--- config.mk ---
export PLATFORM = sky130hd
export DESIGN_NAME = scc_top
export DESIGN_NICKNAME = d
export VERILOG_FILES = /design/src/include/scc_pkg.sv /design/src/core/scc_top.sv /design/src/core/scc_tick_counter.sv
export SDC_FILE = /design/constraint.sdc
export NUM_CORES = 1
export LEC_CHECK = 0
export ABC_CLOCK_PERIOD_IN_PS = 2850
export BUFFER_PORTS_ARGS = -buffer_cell sky130_fd_sc_hd__buf_2
export CAP_MARGIN = 20
export CORE_ASPECT_RATIO = 1.75
export CORE_UTILIZATION = 49
export DETAILED_ROUTE_END_ITERATION = 12
export PLACE_DENSITY = 0.77
export SYNTH_ARGS = -nofsm -noshare
export SYNTH_HDL_FRONTEND = slang
export SYNTH_SLANG_ARGS = --single-unit
--- constraint.sdc ---
create_clock -name clock -period 2.85 [get_ports clock]
set_input_delay 0.285 -clock clock [delete_from_list [all_inputs] [get_ports clock]]
set_output_delay 0.285 -clock clock [all_outputs]
set_load 0.1 [all_outputs]
--- src/include/scc_pkg.sv ---
// Package for the system clock control block: offsets, fields, reset values and types.
package scc_pkg;
	localparam logic [7:0] OFS_CLK_MODE = 8'h00;
	localparam logic [7:0] OFS_XTAL_CTRL = 8'h04;
	localparam logic [7:0] OFS_AUX_CTRL = 8'h08;
	localparam logic [7:0] OFS_STATUS = 8'h0c;
	localparam logic [7:0] OFS_WDT_CLEAR = 8'h10;
	localparam logic [7:0] CMR_RST = 8'he6;
	localparam logic [7:0] CMR_HRC_DIV2_KEEP_LRC = 8'h36;
	localparam int CMR_EXT_RST_BIT = 0;
	localparam int CMR_WDT_EN_BIT = 1;
	localparam int CMR_LRC_EN_BIT = 2;
	localparam int CMR_HRC_BIT = 4;
	localparam int CMR_DIV_LSB = 5;
	localparam int CMR_DIV_MSB = 7;
	localparam logic [2:0] CMR_XTAL_CODE = 3'h5;
	localparam logic [7:0] XOC_RST = 8'h00;
	localparam int XOC_EN_BIT = 7;
	localparam int XOC_RANGE_LSB = 5;
	localparam int XOC_RANGE_MSB = 6;
	localparam logic [7:0] AUX_RST = 8'h00;
	localparam int AUX_WDT_PER_LSB = 0;
	localparam int AUX_WDT_PER_MSB = 1;
	localparam int AUX_LVR_DIS_BIT = 2;
	localparam int AUX_FAST_WAKE_BIT = 5;
	localparam int ST_HANG_BIT = 0;
	localparam int ST_RUN_BIT = 1;
	localparam int ST_STOP_BIT = 2;
	localparam int ST_DEEP_BIT = 3;
	localparam int ST_XTAL_OK_BIT = 4;
	localparam int ST_WDT_RUN_BIT = 5;
	localparam int ST_BOOT_FAST_BIT = 6;
	localparam logic [1:0] SRC_LOW = 2'h0;
	localparam logic [1:0] SRC_HIGH = 2'h1;
	localparam logic [1:0] SRC_XTAL = 2'h2;
	localparam int WDT_W = 19;
	localparam logic [18:0] WDT_PER0 = 19'h02000;
	localparam logic [18:0] WDT_PER1 = 19'h04000;
	localparam logic [18:0] WDT_PER2 = 19'h10000;
	localparam logic [18:0] WDT_PER3 = 19'h40000;
	localparam int DLY_W = 12;
	localparam logic [11:0] DLY_SLOW = 12'hbb8;
	localparam logic [11:0] DLY_FAST = 12'h02d;

	typedef enum logic [4:0] {
		SCC_BOOT = 5'h01,
		SCC_RUN = 5'h02,
		SCC_STOP = 5'h04,
		SCC_WAKE = 5'h08,
		SCC_HANG = 5'h10
	} scc_state_t;

	typedef struct packed {
		logic [7:0] paddr;
		logic psel;
		logic penable;
		logic pwrite;
		logic [31:0] pwdata;
	} scc_apb_req_t;

	typedef struct packed {
		logic [31:0] prdata;
		logic pready;
		logic pslverr;
	} scc_apb_rsp_t;

	typedef struct packed {
		scc_state_t state;
		logic [7:0] cmr;
		logic [7:0] xoc;
		logic [7:0] aux;
		logic [1:0] src;
		logic boot_fast;
		logic cap_done;
		logic deep;
		logic run;
		logic hang;
		logic sys_rst;
		logic lvr_rst;
		logic ext_rst;
		scc_apb_rsp_t rsp;
	} scc_regs_t;
endpackage : scc_pkg

--- src/core/scc_top.sv ---
// System clock control: source select, crystal control, watchdog, resets and wake timing.
`timescale 1ns/100ps
module scc_top #(
	parameter logic [18:0] WDT_LIM0 = scc_pkg::WDT_PER0,
	parameter logic [18:0] WDT_LIM1 = scc_pkg::WDT_PER1,
	parameter logic [18:0] WDT_LIM2 = scc_pkg::WDT_PER2,
	parameter logic [18:0] WDT_LIM3 = scc_pkg::WDT_PER3
) (
	input wire logic clock,
	input wire logic rstn,
	input wire scc_pkg::scc_apb_req_t apb_req,
	output scc_pkg::scc_apb_rsp_t apb_rsp,
	input wire logic low_rate_tick,
	input wire logic xtal_stable,
	input wire logic boot_fast_cfg,
	input wire logic port_a_bit5_is_input,
	input wire logic ext_reset_in_n,
	input wire logic lvr_low_v,
	input wire logic stop_light_req,
	input wire logic stop_deep_req,
	input wire logic wake_evt,
	output logic cpu_run_q,
	output logic cpu_hang_q,
	output logic sys_reset_q,
	output logic lvr_reset_q,
	output logic ext_reset_q,
	output logic [1:0] clk_src_q,
	output logic [2:0] clk_div_code_q,
	output logic low_rate_en_q,
	output logic xtal_en_q,
	output logic [1:0] xtal_drive_q,
	output logic xtal_pad_analog_q
);
	scc_pkg::scc_regs_t q;
	scc_pkg::scc_regs_t d;

	logic [7:0] a;
	logic [7:0] w;
	logic acc;
	logic done;
	logic wr;
	logic wr_cmr;
	logic wdt_clr;
	logic wdt_en;
	logic wdt_hit;
	logic wdt_done;
	logic [18:0] wdt_cnt;
	logic [18:0] wdt_lim;
	logic dly_clr;
	logic dly_done;
	logic [11:0] dly_lim;
	logic [7:0] stat;
	logic [1:0] nsrc;

	function automatic logic [1:0] src_of(input logic [7:0] m);
		if (m[scc_pkg::CMR_HRC_BIT])
			src_of = scc_pkg::SRC_HIGH;
		else if (m[scc_pkg::CMR_DIV_MSB:scc_pkg::CMR_DIV_LSB] == scc_pkg::CMR_XTAL_CODE)
			src_of = scc_pkg::SRC_XTAL;
		else
			src_of = scc_pkg::SRC_LOW;
	endfunction : src_of

	// The high-rate oscillator has no stop bit here, so it always counts as running.
	function automatic logic osc_on(input logic [1:0] s, input logic lrc, input logic xen);
		case (s)
			scc_pkg::SRC_LOW: osc_on = lrc;
			scc_pkg::SRC_HIGH: osc_on = 1'b1;
			scc_pkg::SRC_XTAL: osc_on = xen;
			default: osc_on = 1'b0;
		endcase
	endfunction : osc_on

	assign a = apb_req.paddr;
	assign w = apb_req.pwdata[7:0];
	assign acc = apb_req.psel && apb_req.penable && !q.rsp.pready;
	assign done = apb_req.psel && apb_req.penable && q.rsp.pready;
	assign wr = done && apb_req.pwrite && !q.rsp.pslverr;
	assign wr_cmr = wr && (a == scc_pkg::OFS_CLK_MODE);
	assign nsrc = src_of(w);

	assign wdt_en = q.cmr[scc_pkg::CMR_WDT_EN_BIT];
	assign wdt_clr = !wdt_en || q.sys_rst || (wr && (a == scc_pkg::OFS_WDT_CLEAR));
	assign wdt_hit = wdt_done && wdt_en && !q.sys_rst;

	always_comb
	begin
		case (q.aux[scc_pkg::AUX_WDT_PER_MSB:scc_pkg::AUX_WDT_PER_LSB])
			2'h0: wdt_lim = WDT_LIM0;
			2'h1: wdt_lim = WDT_LIM1;
			2'h2: wdt_lim = WDT_LIM2;
			2'h3: wdt_lim = WDT_LIM3;
			default: wdt_lim = WDT_LIM0;
		endcase
	end

	// The watchdog only sees low-rate ticks, so it freezes while that oscillator is off.
	scc_tick_counter #(
		.W(scc_pkg::WDT_W)
	) u_wdt (
		.clock(clock),
		.rstn(rstn),
		.clr(wdt_clr),
		.inc(low_rate_tick && q.cmr[scc_pkg::CMR_LRC_EN_BIT]),
		.limit(wdt_lim),
		.cnt(wdt_cnt),
		.done(wdt_done)
	);

	assign dly_clr = !((q.state == scc_pkg::SCC_BOOT && q.cap_done) || q.state == scc_pkg::SCC_WAKE);

	always_comb
	begin
		if (q.state == scc_pkg::SCC_BOOT)
			dly_lim = q.boot_fast ? scc_pkg::DLY_FAST : scc_pkg::DLY_SLOW;
		else
			dly_lim = q.aux[scc_pkg::AUX_FAST_WAKE_BIT] ? scc_pkg::DLY_FAST : scc_pkg::DLY_SLOW;
	end

	scc_tick_counter #(
		.W(scc_pkg::DLY_W)
	) u_dly (
		.clock(clock),
		.rstn(rstn),
		.clr(dly_clr),
		.inc(low_rate_tick),
		.limit(dly_lim),
		.cnt(),
		.done(dly_done)
	);

	always_comb
	begin
		stat = 8'h00;
		stat[scc_pkg::ST_HANG_BIT] = (q.state == scc_pkg::SCC_HANG);
		stat[scc_pkg::ST_RUN_BIT] = q.run;
		stat[scc_pkg::ST_STOP_BIT] = (q.state == scc_pkg::SCC_STOP);
		stat[scc_pkg::ST_DEEP_BIT] = q.deep;
		stat[scc_pkg::ST_XTAL_OK_BIT] = xtal_stable;
		stat[scc_pkg::ST_WDT_RUN_BIT] = wdt_en && q.cmr[scc_pkg::CMR_LRC_EN_BIT];
		stat[scc_pkg::ST_BOOT_FAST_BIT] = q.boot_fast;
	end

	always_comb
	begin
		d = q;
		d.rsp.pready = 1'b0;
		d.rsp.pslverr = 1'b0;
		d.sys_rst = wdt_hit;
		d.lvr_rst = lvr_low_v && !q.aux[scc_pkg::AUX_LVR_DIS_BIT] && (q.state != scc_pkg::SCC_STOP);
		d.ext_rst = q.cmr[scc_pkg::CMR_EXT_RST_BIT] && port_a_bit5_is_input && !ext_reset_in_n;
		// The strap is caught in the first clocked cycle after reset release.
		if (!q.cap_done)
		begin
			d.boot_fast = boot_fast_cfg;
			d.cap_done = 1'b1;
		end
		case (q.state)
			scc_pkg::SCC_BOOT:
			begin
				if (q.cap_done && dly_done)
					d.state = scc_pkg::SCC_RUN;
			end
			scc_pkg::SCC_RUN:
			begin
				if (stop_deep_req)
				begin
					d.state = scc_pkg::SCC_STOP;
					d.deep = 1'b1;
				end
				else if (stop_light_req)
				begin
					d.state = scc_pkg::SCC_STOP;
					d.deep = 1'b0;
				end
			end
			scc_pkg::SCC_STOP:
			begin
				if (wake_evt)
					d.state = scc_pkg::SCC_WAKE;
			end
			scc_pkg::SCC_WAKE:
			begin
				d.deep = 1'b0;
				if (dly_done)
					d.state = scc_pkg::SCC_RUN;
			end
			scc_pkg::SCC_HANG:
			begin
				d.state = scc_pkg::SCC_HANG;
			end
			default:
			begin
				d.state = scc_pkg::SCC_BOOT;
			end
		endcase
		// A read answers one cycle into the access phase; pready stands for one cycle.
		if (acc)
		begin
			d.rsp.pready = 1'b1;
			d.rsp.prdata = 32'h00000000;
			case (a)
				scc_pkg::OFS_CLK_MODE: d.rsp.prdata[7:0] = q.cmr;
				scc_pkg::OFS_XTAL_CTRL: d.rsp.prdata[7:0] = q.xoc;
				scc_pkg::OFS_AUX_CTRL: d.rsp.prdata[7:0] = q.aux;
				scc_pkg::OFS_STATUS: d.rsp.prdata[7:0] = stat;
				scc_pkg::OFS_WDT_CLEAR: d.rsp.prdata[7:0] = 8'h00;
				default: d.rsp.pslverr = 1'b1;
			endcase
		end
		// No oscillator check guards the switch; a bad write stalls the core as silicon would.
		if (wr_cmr)
		begin
			d.cmr = w;
			d.src = nsrc;
			if (!osc_on(nsrc, w[scc_pkg::CMR_LRC_EN_BIT], q.xoc[scc_pkg::XOC_EN_BIT]))
				d.state = scc_pkg::SCC_HANG;
			if (nsrc == scc_pkg::SRC_XTAL && !xtal_stable)
				d.state = scc_pkg::SCC_HANG;
			if (nsrc != q.src && !osc_on(q.src, w[scc_pkg::CMR_LRC_EN_BIT], q.xoc[scc_pkg::XOC_EN_BIT]))
				d.state = scc_pkg::SCC_HANG;
		end
		if (wr && a == scc_pkg::OFS_XTAL_CTRL)
		begin
			d.xoc = w;
			if (q.src == scc_pkg::SRC_XTAL && !w[scc_pkg::XOC_EN_BIT])
				d.state = scc_pkg::SCC_HANG;
		end
		if (wr && a == scc_pkg::OFS_AUX_CTRL)
			d.aux = w;
		d.run = (d.state == scc_pkg::SCC_RUN);
		d.hang = (d.state == scc_pkg::SCC_HANG);
	end

	always_ff @(posedge clock)
	begin
		if (!rstn)
		begin
			q <= '0;
			q.state <= scc_pkg::SCC_BOOT;
			q.cmr <= scc_pkg::CMR_RST;
			q.xoc <= scc_pkg::XOC_RST;
			q.aux <= scc_pkg::AUX_RST;
			q.src <= scc_pkg::SRC_LOW;
		end
		else
			q <= d;
	end

	assign apb_rsp = q.rsp;
	assign cpu_run_q = q.run;
	assign cpu_hang_q = q.hang;
	assign sys_reset_q = q.sys_rst;
	assign lvr_reset_q = q.lvr_rst;
	assign ext_reset_q = q.ext_rst;
	assign clk_src_q = q.src;
	assign clk_div_code_q = q.cmr[scc_pkg::CMR_DIV_MSB:scc_pkg::CMR_DIV_LSB];
	assign low_rate_en_q = q.cmr[scc_pkg::CMR_LRC_EN_BIT];
	assign xtal_en_q = q.xoc[scc_pkg::XOC_EN_BIT];
	assign xtal_drive_q = q.xoc[scc_pkg::XOC_RANGE_MSB:scc_pkg::XOC_RANGE_LSB];
	// While the crystal runs its pads are forced to input, no pull-up, digital input off.
	assign xtal_pad_analog_q = q.xoc[scc_pkg::XOC_EN_BIT];
endmodule : scc_top

--- src/core/scc_tick_counter.sv ---
// Saturating tick counter with clear and a reached-limit flag.
`timescale 1ns/100ps
module scc_tick_counter #(
	parameter int W = 12
) (
	input wire logic clock,
	input wire logic rstn,
	input wire logic clr,
	input wire logic inc,
	input wire logic [W-1:0] limit,
	output logic [W-1:0] cnt,
	output logic done
);
	typedef struct packed {
		logic [W-1:0] cnt;
	} scc_cnt_regs_t;

	scc_cnt_regs_t q;
	scc_cnt_regs_t d;

	assign cnt = q.cnt;
	assign done = (q.cnt >= limit);

	// Counting stops at the limit so a long-held flag cannot wrap back to zero.
	always_comb
	begin
		d = q;
		if (clr)
			d.cnt = '0;
		else if (inc && !done)
			d.cnt = q.cnt + {{(W-1){1'b0}}, 1'b1};
	end

	always_ff @(posedge clock)
	begin
		if (!rstn)
			q <= '0;
		else
			q <= d;
	end
endmodule : scc_tick_counter

# After elaboration in Yosys (flattened, before gate mapping)
# Index checks and enable logic that the tools add are counted.
classes:
  eq_ne: 22
  add_sub_neg: 2
  reduce_logical: 48
  bitwise: 1
  n_lt_le_gt_ge: 2
  mux: 28
op_table:
  columns: ["cell", "n"]
  rows:
  - ["$pmux 19 s4", 1]
  - ["$mux 5", 10]
  - ["$mux 12", 3]
  - ["$pmux 8 s4", 1]
  - ["$pmux 5 s5", 1]
  - ["$logic_and 1x1->1", 24]
  - ["$add 19x1->19 const B", 1]
  - ["$ge 19x19->1", 1]
  - ["$eq 8x4->1 const B", 2]
  - ["$mux 13", 1]
  - ["$add 12x1->12 const B", 1]
  - ["$ge 12x12->1", 1]
  - ["$logic_not 1->1", 11]
  - ["$eq 5x2->1 const B", 2]
  - ["$eq 5x5->1 const B", 2]
  - ["$eq 2x2->1 const B", 4]
  - ["$eq 8x3->1 const B", 1]
  - ["$eq 8x5->1 const B", 1]
  - ["$logic_not 8->1", 1]
  - ["$eq 2x1->1 const B", 3]
  - ["$logic_not 2->1", 3]
  - ["$mux 2", 3]
  - ["$pmux 1 s3", 2]
  - ["$reduce_and 2->1", 3]
  - ["14 further kinds", 20]
word_totals:
  output_inout_bits: 49
  reg_bits: 80
  elab_cells: 121
  in_bits: 54

# Logic depth before layout (Yosys ltp)
logic_depth:
  depth_word: 13
  mapped_depth: 11
  depth_no_buf: 11

# By module
# A second synthesis with hierarchy kept.
unflattened:
  hier_cells: 598
  hier_area_um2: 5102.4
by_module_without_submodules:
  columns: ["mod", "cells_each", "seq_area_each_um2", "n_inst", "area_per_inst_um2"]
  rows:
  - ["scc_top", 284, 960.9, 1, 2607.5]
  - ["scc_tick_counter (u_wdt)", 190, 380.4, 1, 1514.0]
  - ["scc_tick_counter (u_dly)", 124, 240.2, 1, 980.9]

# Least setup slack after synthesis
# No wires, ideal clock.
synth_path:
  path_type: "register to register"
  start: "register q[72] (netlist bit)"
  end: "register u_dly.q (netlist bit u_dly.cnt[10])"
  t_arrival_ps: 2817
  setup_ps: 116
  setup_slack_ps: -83
  required_ps: 2734
  stages_incl_launch_ff: 11
  path_buffers: 0
  synth_period_minus_slack_ps: 2933
  path_cell_list: "dfxtp_1 -> nor3_2 -> nand3_1 -> nand2_1 -> ha_1 -> or3b_1 -> a221oi_2 -> a311oi_4 -> nor4_4 -> a311oi_1 -> a41o_1"
synth_via:
  elab_chain_cells: 5
  word_cells_on_any_way: 9
  classes_between: "order compare: 1; eq/ne: 2; mux: 1; reduce/logical: 5"
synth_rtl:
  columns: ["item", "line", "text"]
  rows:
  - ["from (decl)", "scc_top.sv:34", "scc_pkg::scc_regs_t q;"]
  - ["$eq 5x1->1", "scc_top.sv:110, scc_top.sv:114", null]
  - ["$mux 12", "scc_top.sv:114", "if (q.state == scc_pkg::SCC_BOOT)"]
  - ["$ge 12x12->1", "scc_tick_counter.sv:22", "assign done = (q.cnt >= limit);"]
  - ["$logic_not 1->1", "scc_tick_counter.sv:30", "else if (inc && !done)"]
  - ["$logic_and 1x1->1", "scc_tick_counter.sv:30", null]
  - ["to (signal assigned)", "scc_tick_counter.sv:37", "q <= '0;"]
  - ["to (signal assigned)", "scc_tick_counter.sv:39", "q <= d;"]
  - ["to (decl)", "scc_tick_counter.sv:18", "scc_cnt_regs_t q;"]
# Several ways; a longest one is shown, not always the timed one.
# A chain may end at the register's enable or synchronous reset.

# Worst setup path after layout
layout_path:
  start: "register q[68] (netlist bit)"
  end: "register u_dly.q (netlist bit u_dly.cnt[9])"
# Same word-level chain as after synthesis.

==> impl_results.md <==
* Outcome: finished clean
* Maximum buffer depth of the clock tree at 2
* Count of antenna-violating nets left after detailed routing at 0
* Number of buffer cells added on primary ports at 54
* Hold WC Path Type: in -> reg
* Total of flip-flops plus latches after synthesis at 79
* RSZ-0062 raised after global routing: true
* Post-layout minimum cycle time at 2820 ps
* H-tree depth reported by CTS at 3
* Pin count of the biggest net entering global routing at 30
* Post-Synthesis Mean Instance Area at 8.96 sq um
* Buffer type at the clock tree root: clkbuf_16
* Vias post-DR at 3604
* Floorplan die height at 127 microns
* Worst setup path class: reg -> reg
* Max-Slew Margin vs Limit at 51.1%
* Area inside the core boundary at 8670 sq um
* Total power density per cell area at 474 nW/um^2
* Width of the chip at 73.3 microns
* Sequential area share after synthesis at 36.3%
* Yosys cell types at 63
* Design Power at 2.40 mW
* Routed len/inst at 14.8 microns
* Top cell type's share of synthesized area at 36.3%
* Warnings from Yosys at 0
* # setup viols final at 0
* Crit. End Element: flop
* Achievable frequency at 354 MHz
* Final Hold Fails at 0
* Half-perimeter wire length of the detailed placement result at 7080 microns
* Number of buffers inserted during clock tree synthesis at 9
* Fraction of final layout cells sized beyond drive strength 1 at 23.8%
* Post-synth EDFFs at 0
* Maximum net fanout on the critical path at 6
* Req. time, crit path at 3070 ps
* Predominant post-synthesis flop cell: dfxtp_1
* Cells taking the most area after synthesis: dfxtp_1 (36%), buf_4 (7.2%), mux2i_1 (6.2%)
* First-pass GRT wire length at 16000 microns
* Net count reported at finish at 612
* First drt pass iteration count at 4
* Number of diodes at 0
* Antenna violations before repair at 0
* Initial cell density of the core at 50.2%
* Synthesis-to-finish area growth at 16.5%
* Clock tree from TritonCTS: built
* Launching element of the worst setup path: q[68]$_SDFF_PN1_
* Vias per cell at 5.43
* Hold-fix buffers at CTS at 0
* Most used standard cells in the synthesized netlist: dfxtp_1 (79), nor2_1 (49), buf_4 (42)
* Startpoint kind of the worst setup timing path: flop
* Die Footprint at 9290 sq um
* Boundary Pins at 103
* Clock latency on the worst-skew pair at 340 ps
* Global placer's final weighted congestion at 0.893
* Global route overflow at 0
* Static power due to leakage at 2.12 nW
* Total number of placement rows at 45
* Top cell type by total area after synthesis: dfxtp_1
* Final period util at 99.1%
* Vias in the first global route at 3593
* Hold Path Origin: lvr_low_v
* Post-layout util at 58.6%
* Worst reg2reg startpoint: q[68]$_SDFF_PN1_
* Wirelength, routed at 9800 microns
* CTS clock-pin slew for the worst setup and hold paths at 60 ps
* Count leader, synth: dfxtp_1
* Worst vdd ir at 0.301 mV
* Initial DRC Count at 193
* Max Transition Viols Final at 0
* Worst-margin pin slew at 728 ps
* FFs w/ async S/R, synth at 0%
* Number of cells produced by synthesis at 486
* Clock Sinks at 79
* GRT Overall Usage at 22.2%
* Drt drc at 0
* Arrival time worst endpoint at 3050 ps
* Post-synthesis instance area at 4360 sq um
* Max-capacitance violation count at 0
* Skew final at 6.54 ps
==> sequential cells by signal, summed over array words and instances (netlist names), 2 cells and up <==
signal and flops:
apb_rsp 10, clk_div_code_q 3, q 25, u_dly.cnt 12, u_wdt.cnt 19, xtal_drive_q 2
==> placed cells by master, fill, tap and decap left out, types with 3 or more instances in the layout <==
cell       instances
dfxtp_1           77
buf_2             54
nor2_1            48
nand2_1           32
mux2i_1           27
buf_4             27
nor2b_1           25
conb_1            24
xnor2_1           19
nor3_1            18
nand3_1           18
inv_1             17
and3_1            12
ha_1              11
a21boi_0           9
a21oi_1            9
clkbuf_16          9
o21ai_0            8
nand4_1            8
mux4_2             7
nand2b_1           4
nand3b_1           4
a41o_1             4
mux2_2             4
and2_1             3
clkbuf_1           3
==> through the flow <==
| stage | hold slack (ps) | setup slack, ps | instances | instance area [sq um] | TNS, ps |
|---|---|---|---|---|---|
| global route | 190 | -74.9 | 664 | 5080 | -594 |
| global placement | 430 | 48.9 | 644 | 4680 | 0 |
| finish | 190 | 25.8 | 664 | 5080 | 0 |
| CTS | 180 | 9.33 | 661 | 4970 | 0 |
| floorplan | 313 | 5.50 | 509 | 4470 | 0 |
| detailed placement | 436 | -23.3 | 644 | 4680 | -56.9 |
==> critical path: stages (launching register included) <==
cell and delay [ps]:
dfxtp_1 300, nor2b_2 170, a21bo_2 250, buf_6 130, nand2_4 80, inv_2 50
ha_1 170, a31o_2 250, a221oi_4 350, buf_4 190, a211oi_4 50, buf_12 140
nor2_2 170, nand4_1 120, mux2_2 290
==> cells by family (layout without fill, tap and decap cells) <==
kind of cell | count (synthesis) | count (layout) | synth area share (%)
XOR/XNOR | 21 | 21 | 4.22
multiplexers | 38 | 38 | 10.9
other | 1 | 24 | 0.0861
flip-flops | 79 | 79 | 36.3
buffers and inverters | 77 | 115 | 10.4
AND/OR/NAND/NOR | 197 | 197 | 23.8
adder cells (fa/ha/maj) | 13 | 13 | 3.73
AO/OA/AOI/OAI | 60 | 60 | 10.6
==> report_power, final <==
part           switching (mW)  internal [mW]
sequential            0.00661           1.11
clock                   0.419          0.577
combinational           0.229         0.0604
total                   0.655           1.75
==> worst paths after layout <==
kind                                to  slack [ps]  depth (start not counted)
min reg2reg     lvr_reset_q$_SDFF_PN0_         450                          1
max reg2reg  u_dly.cnt[9]$_SDFFE_PN0P_          30                         14
min             lvr_reset_q$_SDFF_PN0_         190                          3
max          u_dly.cnt[9]$_SDFFE_PN0P_          30                         14
==> per-layer routing <==
metal	vias to the layer above	global-route usage [%]	wire length (microns)
met1	1699	22.4	3600
met2	117	40.8	5420
met5	-	0	0
met4	0	13.4	406
li1	1758	-	-
met3	30	4.05	372
==> area by class of cell <==
| type | count | area, sq um |
|---|---|---|
| sequential | 79 | 1580 |
| fill | 778 | 3590 |
| inverter | 18 | 67.6 |
| tap | 117 | 146 |
| timing repair buffer | 84 | 524 |
| multi-input combinational | 353 | 2510 |
| clock buffer | 12 | 236 |
| clock inverter | 1 | 8.76 |
==> timing repair <==
action | 4_1_cts | 5_1_grt
gates cloned | 0 | 0
gates resized for setup | 4 | 14
setup endpoints to repair | 6 | 15
setup buffers | 4 | 3
pin swaps | 5 | 6
Note: power is estimated with default switching activity, not from simulation.
